## src/rtl/fcsu_pkg.sv

```systemverilog
// Package of constants and carrier types for the flow-control serialize unit.
package fcsu_pkg;
   localparam int unsigned OPC_MSB = 31;
   localparam int unsigned OPC_LSB = 24;
   localparam int unsigned FLAG_MEM_BIT = 23;
   localparam int unsigned FLAG_EXEC_BIT = 22;
   localparam int unsigned FLAG_BACKUP_BIT = 21;
   localparam int unsigned FLAG_FLUSH_BIT = 20;
   localparam int unsigned RSVD_MSB = 19;
   localparam logic [7:0] DEF_IDLE_OPC = 8'h10;
   localparam logic [7:0] DEF_RETURN_OPC = 8'h11;
   localparam logic [7:0] DEF_SAVE_OPC = 8'h12;
   localparam logic [7:0] DEF_RESTORE_OPC = 8'h13;
   localparam logic [7:0] DEF_BARRIER_OPC = 8'h14;
   localparam logic LITTLE_ENDIAN_DEFAULT = 1'b1;

   typedef struct packed {
      logic mem_idle;
      logic exec_idle;
      logic backup_idle;
      logic flush_done;
   } fcsu_core_status_t;

   typedef struct packed {
      logic task_switch;
      logic context_return;
      logic early_save;
      logic early_restore;
   } fcsu_backup_cmd_t;
endpackage

```

## src/rtl/fcsu_flow_control.sv

```systemverilog
// Flow-control instruction decoder, idle state and serialize barrier.
`timescale 1ns/1ps

// How it works
// - Idle instruction with zero low field stops the core until an exception.
// - Idle in user mode yields the slice and starts a backup task switch.
// - Exception return tells the backup engine to restore the previous task.
// - Early save starts a background context save; execution continues.
// - Early restore starts a background context prefetch of the last task.
// - Barrier holds issue until every selected condition holds together.
// - Memory flag waits for finished transactions and free load/store lines.
// - Execution flag waits for idle units and a clear scoreboard.
// - Backup flag waits until no backup activity or smooth switch pends.
// - Flush flag flushes the whole level-0 load/store cache first.
// - Memory accesses default to little-endian byte order.
// - Backup engine works in background and reorders urgent registers.
module fcsu_flow_control #(
   parameter logic [7:0] IDLE_OPCODE = fcsu_pkg::DEF_IDLE_OPC,
   parameter logic [7:0] EXCEPTION_RETURN_OPCODE = fcsu_pkg::DEF_RETURN_OPC,
   parameter logic [7:0] EARLY_SAVE_OPCODE = fcsu_pkg::DEF_SAVE_OPC,
   parameter logic [7:0] EARLY_RESTORE_OPCODE = fcsu_pkg::DEF_RESTORE_OPC,
   parameter logic [7:0] BARRIER_OPCODE = fcsu_pkg::DEF_BARRIER_OPC
) (
   input wire logic sys_clk,
   input wire logic resetn,
   input wire logic instr_valid,
   input wire logic [31:0] instr_word,
   input wire logic user_mode,
   input wire logic exception_req,
   input wire fcsu_pkg::fcsu_core_status_t core_status,
   output logic instr_taken,
   output logic issue_hold,
   output logic core_idle,
   output logic illegal_instr,
   output logic lsu_flush_req,
   output fcsu_pkg::fcsu_backup_cmd_t backup_cmd,
   output logic little_endian
);
   import fcsu_pkg::*;

   typedef enum logic [2:0] {
      ST_RUN = 3'b001,
      ST_IDLE = 3'b010,
      ST_BARRIER = 3'b100
   } fcsu_state_t;

   fcsu_state_t state_q;
   fcsu_state_t state_d;
   logic [3:0] flags_q;
   logic flush_pend_q;
   fcsu_backup_cmd_t cmd_d;
   fcsu_backup_cmd_t cmd_q;
   logic illegal_d;
   logic illegal_q;
   logic barrier_met;
   logic [7:0] opc;
   logic low_zero;
   logic hit_idle;
   logic hit_return;
   logic hit_save;
   logic hit_restore;
   logic hit_barrier;

   function automatic logic rsvd_zero(input logic [31:0] w);
      rsvd_zero = (w[RSVD_MSB:0] == 20'h00000);
   endfunction

   // A shared opcode value would let one word start two actions, so a
   // parameter set with any two opcodes equal is refused at elaboration.
   if (IDLE_OPCODE == EXCEPTION_RETURN_OPCODE ||
       IDLE_OPCODE == EARLY_SAVE_OPCODE ||
       IDLE_OPCODE == EARLY_RESTORE_OPCODE ||
       IDLE_OPCODE == BARRIER_OPCODE ||
       EXCEPTION_RETURN_OPCODE == EARLY_SAVE_OPCODE ||
       EXCEPTION_RETURN_OPCODE == EARLY_RESTORE_OPCODE ||
       EXCEPTION_RETURN_OPCODE == BARRIER_OPCODE ||
       EARLY_SAVE_OPCODE == EARLY_RESTORE_OPCODE ||
       EARLY_SAVE_OPCODE == BARRIER_OPCODE ||
       EARLY_RESTORE_OPCODE == BARRIER_OPCODE) begin : g_opcode_clash
      $error("Flow-control opcodes must all differ.");
   end

   assign opc = instr_word[OPC_MSB:OPC_LSB];
   assign low_zero = (instr_word[OPC_LSB-1:0] == 24'h000000);

   // Each opcode compare feeds its own branch, and all but the barrier one also feed
   // the malformed-word catch, so each is decoded once here.
   assign hit_idle = (opc == IDLE_OPCODE);
   assign hit_return = (opc == EXCEPTION_RETURN_OPCODE);
   assign hit_save = (opc == EARLY_SAVE_OPCODE);
   assign hit_restore = (opc == EARLY_RESTORE_OPCODE);
   assign hit_barrier = (opc == BARRIER_OPCODE);

   // Each selected condition must hold; unselected ones pass.
   always_comb begin
      barrier_met = 1'b1;
      if (flags_q[3] && !core_status.mem_idle) begin
         barrier_met = 1'b0;
      end
      if (flags_q[2] && !core_status.exec_idle) begin
         barrier_met = 1'b0;
      end
      if (flags_q[1] && !core_status.backup_idle) begin
         barrier_met = 1'b0;
      end
      if (flags_q[0] && (flush_pend_q || !core_status.flush_done)) begin
         barrier_met = 1'b0;
      end
   end

   // Instructions are accepted only while running; the idle and barrier
   // states hold the issue stage so nothing slips past them.
   assign instr_taken = instr_valid && (state_q == ST_RUN);
   assign issue_hold = (state_q != ST_RUN);
   assign core_idle = (state_q == ST_IDLE);

   always_comb begin
      state_d = state_q;
      cmd_d = '0;
      illegal_d = 1'b0;
      case (state_q)
         ST_RUN: begin
            if (instr_taken) begin
               if (hit_idle && low_zero) begin
                  state_d = ST_IDLE;
                  cmd_d.task_switch = user_mode;
               end else if (hit_return && low_zero) begin
                  cmd_d.context_return = 1'b1;
               end else if (hit_save && low_zero) begin
                  cmd_d.early_save = 1'b1;
               end else if (hit_restore && low_zero) begin
                  cmd_d.early_restore = 1'b1;
               end else if (hit_barrier) begin
                  if (rsvd_zero(instr_word)) begin
                     state_d = ST_BARRIER;
                  end else begin
                     illegal_d = 1'b1;
                  end
               end else if (hit_idle || hit_return || hit_save ||
                            hit_restore) begin
                  illegal_d = 1'b1;
               end
            end
         end
         ST_IDLE: begin
            // Only an exception ends idle; new words stay refused meanwhile.
            if (exception_req) begin
               state_d = ST_RUN;
            end
         end
         ST_BARRIER: begin
            if (barrier_met) begin
               state_d = ST_RUN;
            end
         end
         default: begin
            state_d = ST_RUN;
         end
      endcase
   end

   // Reset returns to running so a reset never leaves issue held.
   always_ff @(posedge sys_clk) begin
      if (!resetn) begin
         state_q <= ST_RUN;
      end else begin
         state_q <= state_d;
      end
   end

   // Flags are latched at decode so the barrier is immune to later words.
   always_ff @(posedge sys_clk) begin
      if (!resetn) begin
         flags_q <= 4'h0;
      end else if (state_q == ST_RUN && state_d == ST_BARRIER) begin
         flags_q <= instr_word[FLAG_MEM_BIT:FLAG_FLUSH_BIT];
      end else if (state_q == ST_BARRIER && barrier_met) begin
         flags_q <= 4'h0;
      end
   end

   // The flush request is a single pulse; the flag stays pending for that cycle
   // and the next, so a stale done level cannot end the barrier.
   always_ff @(posedge sys_clk) begin
      if (!resetn) begin
         flush_pend_q <= 1'b0;
         lsu_flush_req <= 1'b0;
      end else begin
         lsu_flush_req <= 1'b0;
         if (state_q == ST_RUN && state_d == ST_BARRIER &&
             instr_word[FLAG_FLUSH_BIT]) begin
            lsu_flush_req <= 1'b1;
            flush_pend_q <= 1'b1;
         end else if (flush_pend_q && !lsu_flush_req) begin
            flush_pend_q <= 1'b0;
         end
      end
   end

   // Backup commands are one-cycle pulses; the engine latches what it needs.
   always_ff @(posedge sys_clk) begin
      if (!resetn) begin
         cmd_q <= '0;
      end else begin
         cmd_q <= cmd_d;
      end
   end

   // A malformed word is flagged for one cycle and otherwise acts as a no-op.
   always_ff @(posedge sys_clk) begin
      if (!resetn) begin
         illegal_q <= 1'b0;
      end else begin
         illegal_q <= illegal_d;
      end
   end

   assign backup_cmd = cmd_q;
   assign illegal_instr = illegal_q;
   // Byte order is fixed; no mode bit selects the other order.
   assign little_endian = LITTLE_ENDIAN_DEFAULT;
endmodule // fcsu_flow_control

```

## config.mk

```make
export PLATFORM = sky130hd
export DESIGN_NAME = fcsu_flow_control
export DESIGN_NICKNAME = d
export VERILOG_FILES = /design/src/rtl/fcsu_pkg.sv /design/src/rtl/fcsu_flow_control.sv
export SDC_FILE = /design/constraint.sdc
export NUM_CORES = 1
export LEC_CHECK = 0
export ABC_AREA = 1
export CELL_PAD_IN_SITES_DETAIL_PLACEMENT = 0
export CELL_PAD_IN_SITES_GLOBAL_PLACEMENT = 1
export CORE_ASPECT_RATIO = 0.6
export CORE_MARGIN = 10
export CORE_UTILIZATION = 25
export DETAILED_ROUTE_END_ITERATION = 8
export DONT_BUFFER_PORTS = 1
export MAX_ROUTING_LAYER = met4
export PLACE_DENSITY_LB_ADDON = 0.08
export SLEW_MARGIN = 20
export SYNTH_ARGS = -nofsm -noshare
export SYNTH_HDL_FRONTEND = slang
export SYNTH_SLANG_ARGS = --single-unit
```

## constraint.sdc

```tcl
create_clock -name sys_clk -period 0.95 [get_ports sys_clk]
set_input_delay 0.19 -clock sys_clk [delete_from_list [all_inputs] [get_ports sys_clk]]
set_output_delay 0.19 -clock sys_clk [all_outputs]
set_load 0.1 [all_outputs]
```

==> load_flow_metrics.sql, run 1 <==
INSERT INTO impl_metrics (metric_group, metric, value, unit) VALUES
('synth', 'yosysWarningCount', '0', ''),
('critical_path', 'cp_cell_sequence', 'inv_2 -> nand3_4 -> nor2_8 -> buf_12', ''),
('timing', 'final_clock_skew', '2.014', 'ps'),
('layout', 'nNetsFinal', '190', ''),
('floorplan', 'fp.dieArea', '6105', 'um^2'),
('timing', 'post-route-worst-setup-slack', '-324.2', 'ps'),
('layout', 'total_non_filler_cell_area_in_the_finished_layout', '1374', 'um^2'),
('routing', 'drt_pass1_iterations', '4', ''),
('synth', 'synth_top_area_cell', 'dfxtp_1', ''),
('routing', 'detailroute.via_count', '866', ''),
('synth', 'postSynthNetCount', '160', ''),
('critical_path', 'critical_path_required', '760', 'ps'),
('timing', 'final_max_slew_viol_count', '0', ''),
('power', 'sequentialPowerShare', '44.7', '%'),
('power', 'tot_pwr', '1309', 'uW'),
('routing', 'dr.first_iter.drc_count', '59', ''),
('critical_path', 'critical_path_peak_fanout', '2', ''),
('timing', 'timing.final.crit_period', '1274', 'ps'),
('floorplan', 'die-width', '94.42', 'um'),
('layout', 'final_cell_count_no_fill', '193', ''),
('routing', 'detail-route-antenna-nets', '0', ''),
('global_route', 'grt_util_overall', '8.561', '%'),
('place', 'place.detailed.hpwl', '2140', 'um'),
('outcome', 'failed_checks', 'setup timing', ''),
('synth', 'synthArstFlopShare', '0', '%'),
('global_route', 'grt_overflow_total', '0', ''),
('power', 'power_density', '952.6', 'nW/um^2'),
('routing', 'drt_drc_violations_left', '0', ''),
('synth', 'synth.cells.most_frequent', 'nor2_1 (23), inv_1 (19), nand2_1 (15)', ''),
('synth', 'synth.yosys.seq_area_share', '33.73', '%'),
('critical_path', 'worst_path_largest_cell_delay', '320', 'ps'),
('floorplan', 'rows', '16', ''),
('critical_path', 'critPathLaunchType', 'flop', ''),
('timing', 'report.final.setup_viol', '18', ''),
('timing', 'fmax', '784.8', 'MHz'),
('power', 'swShare', '22.79', '%'),
('timing', 'hold_viol', '0', ''),
('critical_path', 'cpMaxStageDelayCell', 'dfxtp_2', ''),
('synth', 'synth.distinct_cells', '23', ''),
('floorplan', 'core_area', '3223', 'um^2'),
('layout', 'synthToLayoutAreaGrowth', '65.36', '%'),
('place', 'dp.cells', '183', ''),
('clocking', 'cts.hold.buffers_added', '0', ''),
('power', 'intPower', '1011', 'uW'),
('synth', 'netlist_area', '830.8', 'um^2'),
('critical_path', 'cp_num_buf_inv', '2', ''),
('global_route', 'grt_start_max_net_pins', '9', ''),
('synth', 'yosys_register_bits', '14', ''),
('layout', 'fraction_of_layout_cells_with_a_size_suffix_above_1', '42.57', '%'),
('clocking', 'clock_tree.htree_level_count', '1', ''),
('synth', 'post_synth_inst_count', '119', ''),
('clocking', 'cts.clk_slew.worst_paths', '60', 'ps'),
('synth', 'yosys_most_used_dff', 'dfxtp_1', ''),
('routing', 'vias_per_cell', '4.487', ''),
('clocking', 'clk_path_buf_depth', '2', ''),
('clocking', 'cts_tree', 'built', ''),
('hold_path', 'holdCritPathClass', 'in -> reg', ''),
('global_route', 'antenna_violations_before_repair', '0', ''),
('power', 'power.clock.fraction', '43.9', '%'),
('outcome', 'result_of_the_run', 'finished with violations', ''),
('power', 'vdd.ir_drop.worst', '0.4910', 'mV'),
('place', 'routabilityCongestion', '0.7540', ''),
('timing', 'layout_worst_path_cycle_share', '134.1', '%'),
('place', 'detailed_place.area', '1141', 'um^2'),
('synth', 'synth-edff-count', '0', ''),
('synth', 'most_common_cell_in_the_synthesized_netlist', 'nor2_1', ''),
('place', 'total_of_buffers_placed_on_input_and_output_ports', '0', ''),
('critical_path', 'critPathTopFamily', 'flip-flops', ''),
('power', 'cellLeakagePower', '0.0005366', 'uW'),
('critical_path', 'crit_arrival', '1080', 'ps'),
('power', 'p_sw', '298.2', 'uW');
power by group through the flow:
stage                     Sequential, uW  Clock, uW  Combinational [uW]
after detailed placement             600          0                 115
final                                584        575                 150
after global placement               600          0                 112
after floorplan                      601          0                93.2
after global routing                 584        628                 161
after CTS                            584        595                 148
routing by layer:
layer | GRT usage, % | routed length [um]
met5 | - | 0
met4 | 2.642 | 26
met3 | 3.793 | 225
met2 | 12.29 | 1053
met1 | 10.47 | 1281
through the flow:
step	setup TNS, ps	utilization [%]	hold slack [ps]	worst slack, ps
finish	-4143	42.62	17.95	-324.2
global placement	-3546	35.40	277.2	-333.5
floorplan	-10550	-	274.1	-730.7
global route	-5546	42.62	7.644	-383.0
detailed placement	-3568	35.40	299.3	-308.3
CTS	-3988	42.39	9.405	-324.9
worst register-to-register path: stages (launching register included):
cell and delay, ps:
dfxtp_2 320, inv_2 90, nand3_4 110, nor2_8 130, buf_12 140, buf_6 100, nand3_4 60, nand3_2 90
nand3_2 70
layout by cell type, fill, tap and decap left out, types with 5 or more instances in the layout:
master and n:
nor2_1 23, inv_1 17, nand2_1 14, buf_4 11, buf_12 10, nand4_1 8, dfxtp_2 8, nand3_1 5
dfxtp_1 5
final cells by class:
class                      instances  area, um^2  share of cell area (%)
inverter                          19       71.32                   5.191
timing repair buffer              25       327.8                   23.86
tap                               45       56.30                   4.098
multi-input combinational         86       569.3                   41.44
clock buffer                       4       55.05                   4.007
sequential                        14       294.0                   21.40
cells by family (layout without fill, tap and decap cells):
family                 Yosys count  in the layout  synth area share, %
AOI/OAI and AO/OA               14             14                9.788
DFF                             14             14                33.74
buffers and inverters           20             48                9.488
and+or+nand+nor                 70             71                46.53
other                            1              1               0.4514
flip-flops by register name, indices dropped and copies added (netlist names):
name,flops
state_q,3
illegal_instr,1
backup_cmd,4
lsu_flush_req,1
flags_q,4
flush_pend_q,1
final timing paths:
check / startpoint / endpoint / slack, ps / cells after the start
worst max register to register: state_q[1] / state_q[0] / -270 / 8
worst min-delay path: resetn / state_q[0] / 20 / 1
worst min register to register: flags_q[1] / flags_q[1] / 480 / 2
worst max-delay path: state_q[1] / instr_taken / -320 / 4
what timing repair did:
item,CTS,global route
pin swaps,15,0
setup buffers,5,0
endpoints found under the setup margin,19,23
resized for setup,25,3
gates cloned,1,0
(Power assumes the default switching activity.)
==> inputs of run 2 (changes only) <==
--- a/constraint.sdc
+++ b/constraint.sdc
@@ -3,2 +3,2 @@
 set_output_delay 0.19 -clock sys_clk [all_outputs]
-set_load 0.1 [all_outputs]
+set_load 0.05 [all_outputs]
==> load_flow_metrics.sql, run 2 (synthesis gave the netlist of run 1 again) <==
INSERT INTO impl_metrics (metric_group, metric, value, unit) VALUES
('outcome', 'result_of_the_run', 'finished with violations', ''),
('outcome', 'failed_checks', 'setup timing', ''),
('global_route', 'grt_util_overall', '8.898', '%'),
('layout', 'nFillCells', '331', ''),
('critical_path', 'critical_path.reg2reg.endpoint', 'backup_cmd[1]', ''),
('critical_path', 'critical_path_required', '760', 'ps'),
('critical_path', 'rr_worst_depth', '8', ''),
('clocking', 'clock_tree.htree_level_count', '1', ''),
('layout', 'nNetsFinal', '192', ''),
('hold_path', 'holdCritPathClass', 'in -> reg', ''),
('floorplan', 'fp.dieArea', '6105', 'um^2'),
('flow_run', 'max-cap-violations', '0', ''),
('place', 'place.detailed.hpwl', '2209', 'um'),
('floorplan', 'die_height', '64.66', 'um'),
('clocking', 'cts_root_buf', 'clkbuf_8', ''),
('floorplan', 'core_area', '3223', 'um^2'),
('hold_path', 'min_delay_path_depth', '1', ''),
('global_route', 'grt_start_max_net_pins', '9', ''),
('timing', 'layout_worst_path_cycle_share', '132.2', '%'),
('routing', 'postRouteWirelength', '2749', 'um'),
('critical_path', 'critPathLaunchType', 'flop', ''),
('floorplan', 'design.portCount', '51', ''),
('routing', 'vias_per_cell', '4.423', ''),
('clocking', 'cts_tree', 'built', ''),
('floorplan', 'rows', '16', ''),
('critical_path', 'r2r_setup_slack', '-240', 'ps'),
('clocking', 'cts_made_buffers', '3', ''),
('clocking', 'clk_latency', '240', 'ps'),
('critical_path', 'crit_type', 'reg -> out', ''),
('timing', 'report.final.setup_viol', '17', ''),
('layout', 'synthToLayoutAreaGrowth', '60.69', '%'),
('power', 'power_density', '968.0', 'nW/um^2'),
('routing', 'drt_drc_violations_left', '0', ''),
('timing', 'hold_viol', '0', ''),
('hold_path', 'hold_path_end', 'state_q[0]', ''),
('timing', 'finalSetupTns', '-3731', 'ps'),
('place', 'place_ws', '-232.2', 'ps'),
('critical_path', 'critical_path_peak_fanout', '2', ''),
('floorplan', 'die-width', '94.42', 'um'),
('clocking', 'cts.clk_slew.worst_paths', '60', 'ps'),
('timing', 'final_clock_skew', '0.4689', 'ps'),
('clocking', 'clk_path_buf_depth', '2', ''),
('layout', 'layout_common_cells', 'nor2_1 (22), inv_1 (17), nand2_1 (13)', ''),
('timing', 'timing.final.crit_period', '1256', 'ps'),
('hold_path', 'min_from', 'resetn', ''),
('layout', 'final_common_cell', 'nor2_1', ''),
('timing', 'hold_ws', '31.28', 'ps'),
('layout', 'final_cell_count_no_fill', '196', ''),
('power', 'tot_pwr', '1292', 'uW'),
('power', 'vdd.ir_drop.worst', '0.6153', 'mV'),
('critical_path', 'crit_arrival', '1070', 'ps'),
('routing', 'detail-route-antenna-nets', '0', ''),
('layout', 'fraction_of_layout_cells_with_a_size_suffix_above_1', '42.67', '%'),
('place', 'total_of_buffers_placed_on_input_and_output_ports', '0', ''),
('power', 'cellLeakagePower', '0.0005324', 'uW'),
('critical_path', 'worst_setup_path_end_kind', 'primary output', ''),
('timing', 'post-route-worst-setup-slack', '-306.3', 'ps'),
('floorplan', 'start_util', '25.78', '%'),
('global_route', 'antenna_violations_before_repair', '1', ''),
('global_route', 'global_route_wire_length_before_repair', '4133', 'um'),
('routing', 'drt_pass1_iterations', '4', ''),
('critical_path', 'reg_to_reg_startpoint', 'state_q[1]', ''),
('routing', 'dr.first_iter.drc_count', '36', ''),
('routing', 'detailroute.via_count', '867', ''),
('routing', 'routed_wire_length_per_instance', '14.03', 'um'),
('place', 'routabilityCongestion', '0.7519', ''),
('timing', 'rsz_0062_raised_after_global_routing', 'true', ''),
('timing', 'fmax', '796.0', 'MHz'),
('timing', 'final_max_slew_viol_count', '0', ''),
('global_route', 'grt_overflow_total', '0', ''),
('global_route', 'via_count_of_the_first_global_routing_pass', '854', ''),
('place', 'dp.cells', '186', ''),
('clocking', 'cts_sinks', '14', '');
## run 2: layout make-up
class	count	area [um^2]	area share, %
Multi-Input combinational cell	86	553.0	41.42
Timing Repair Buffer	27	305.3	22.87
Inverter	19	71.32	5.342
Antenna cell	1	2.502	0.1874
Sequential cell	14	291.5	21.84
Tap cell	45	56.30	4.217
Clock buffer	4	55.05	4.124
## run 2: where the power goes
part           total [uW]  leakage (uW)  switching [uW]  internal, uW
registers             587      0.000116          0.0821           587
clock network         585     0.0000288             218           367
logic                 120      0.000387            70.9          49.1
## run 2: critical path: stages (launching register included)
cell,delay [ps]
dfxtp_2,330
buf_6,110
nor3_4,190
buf_6,180
## run 2: timing repair
action / CTS / global route
cloned: 1 / 0
hold buffers: 0 / 0
gates resized for setup: 22 / 11
setup endpoints to repair: 23 / 22
pin swaps: 9 / 4
buffers inserted: 2 / 2
## run 2: worst max-delay path by stage
stage / startpoint / to / slack (ps) / cells past startpoint
after CTS: state_q[1] / core_idle / -370 / 4
after floorplan: state_q[2] / flags_q[0] / -410 / 6
final: state_q[2] / core_idle / -310 / 3
after global routing: state_q[1] / core_idle / -370 / 4
after global placement: instr_word[19] / state_q[0] / -210 / 7
after detailed placement: instr_word[15] / state_q[0] / -230 / 8
## run 2: layer usage
layer,routed length (um),track usage [%],vias up
met5,0,-,-
met4,14,1.698,0
met3,314,4.713,4
met2,1120,12.03,29
met1,1299,11.37,379
li1,-,-,455
## run 2: metrics by stage
step,instance area [um^2],utilization [%]
after floorplan,849.6,-
after global placement,1121,34.78
after detailed placement,1121,34.78
after CTS,1280,39.71
after global routing,1335,41.42
final,1335,41.42
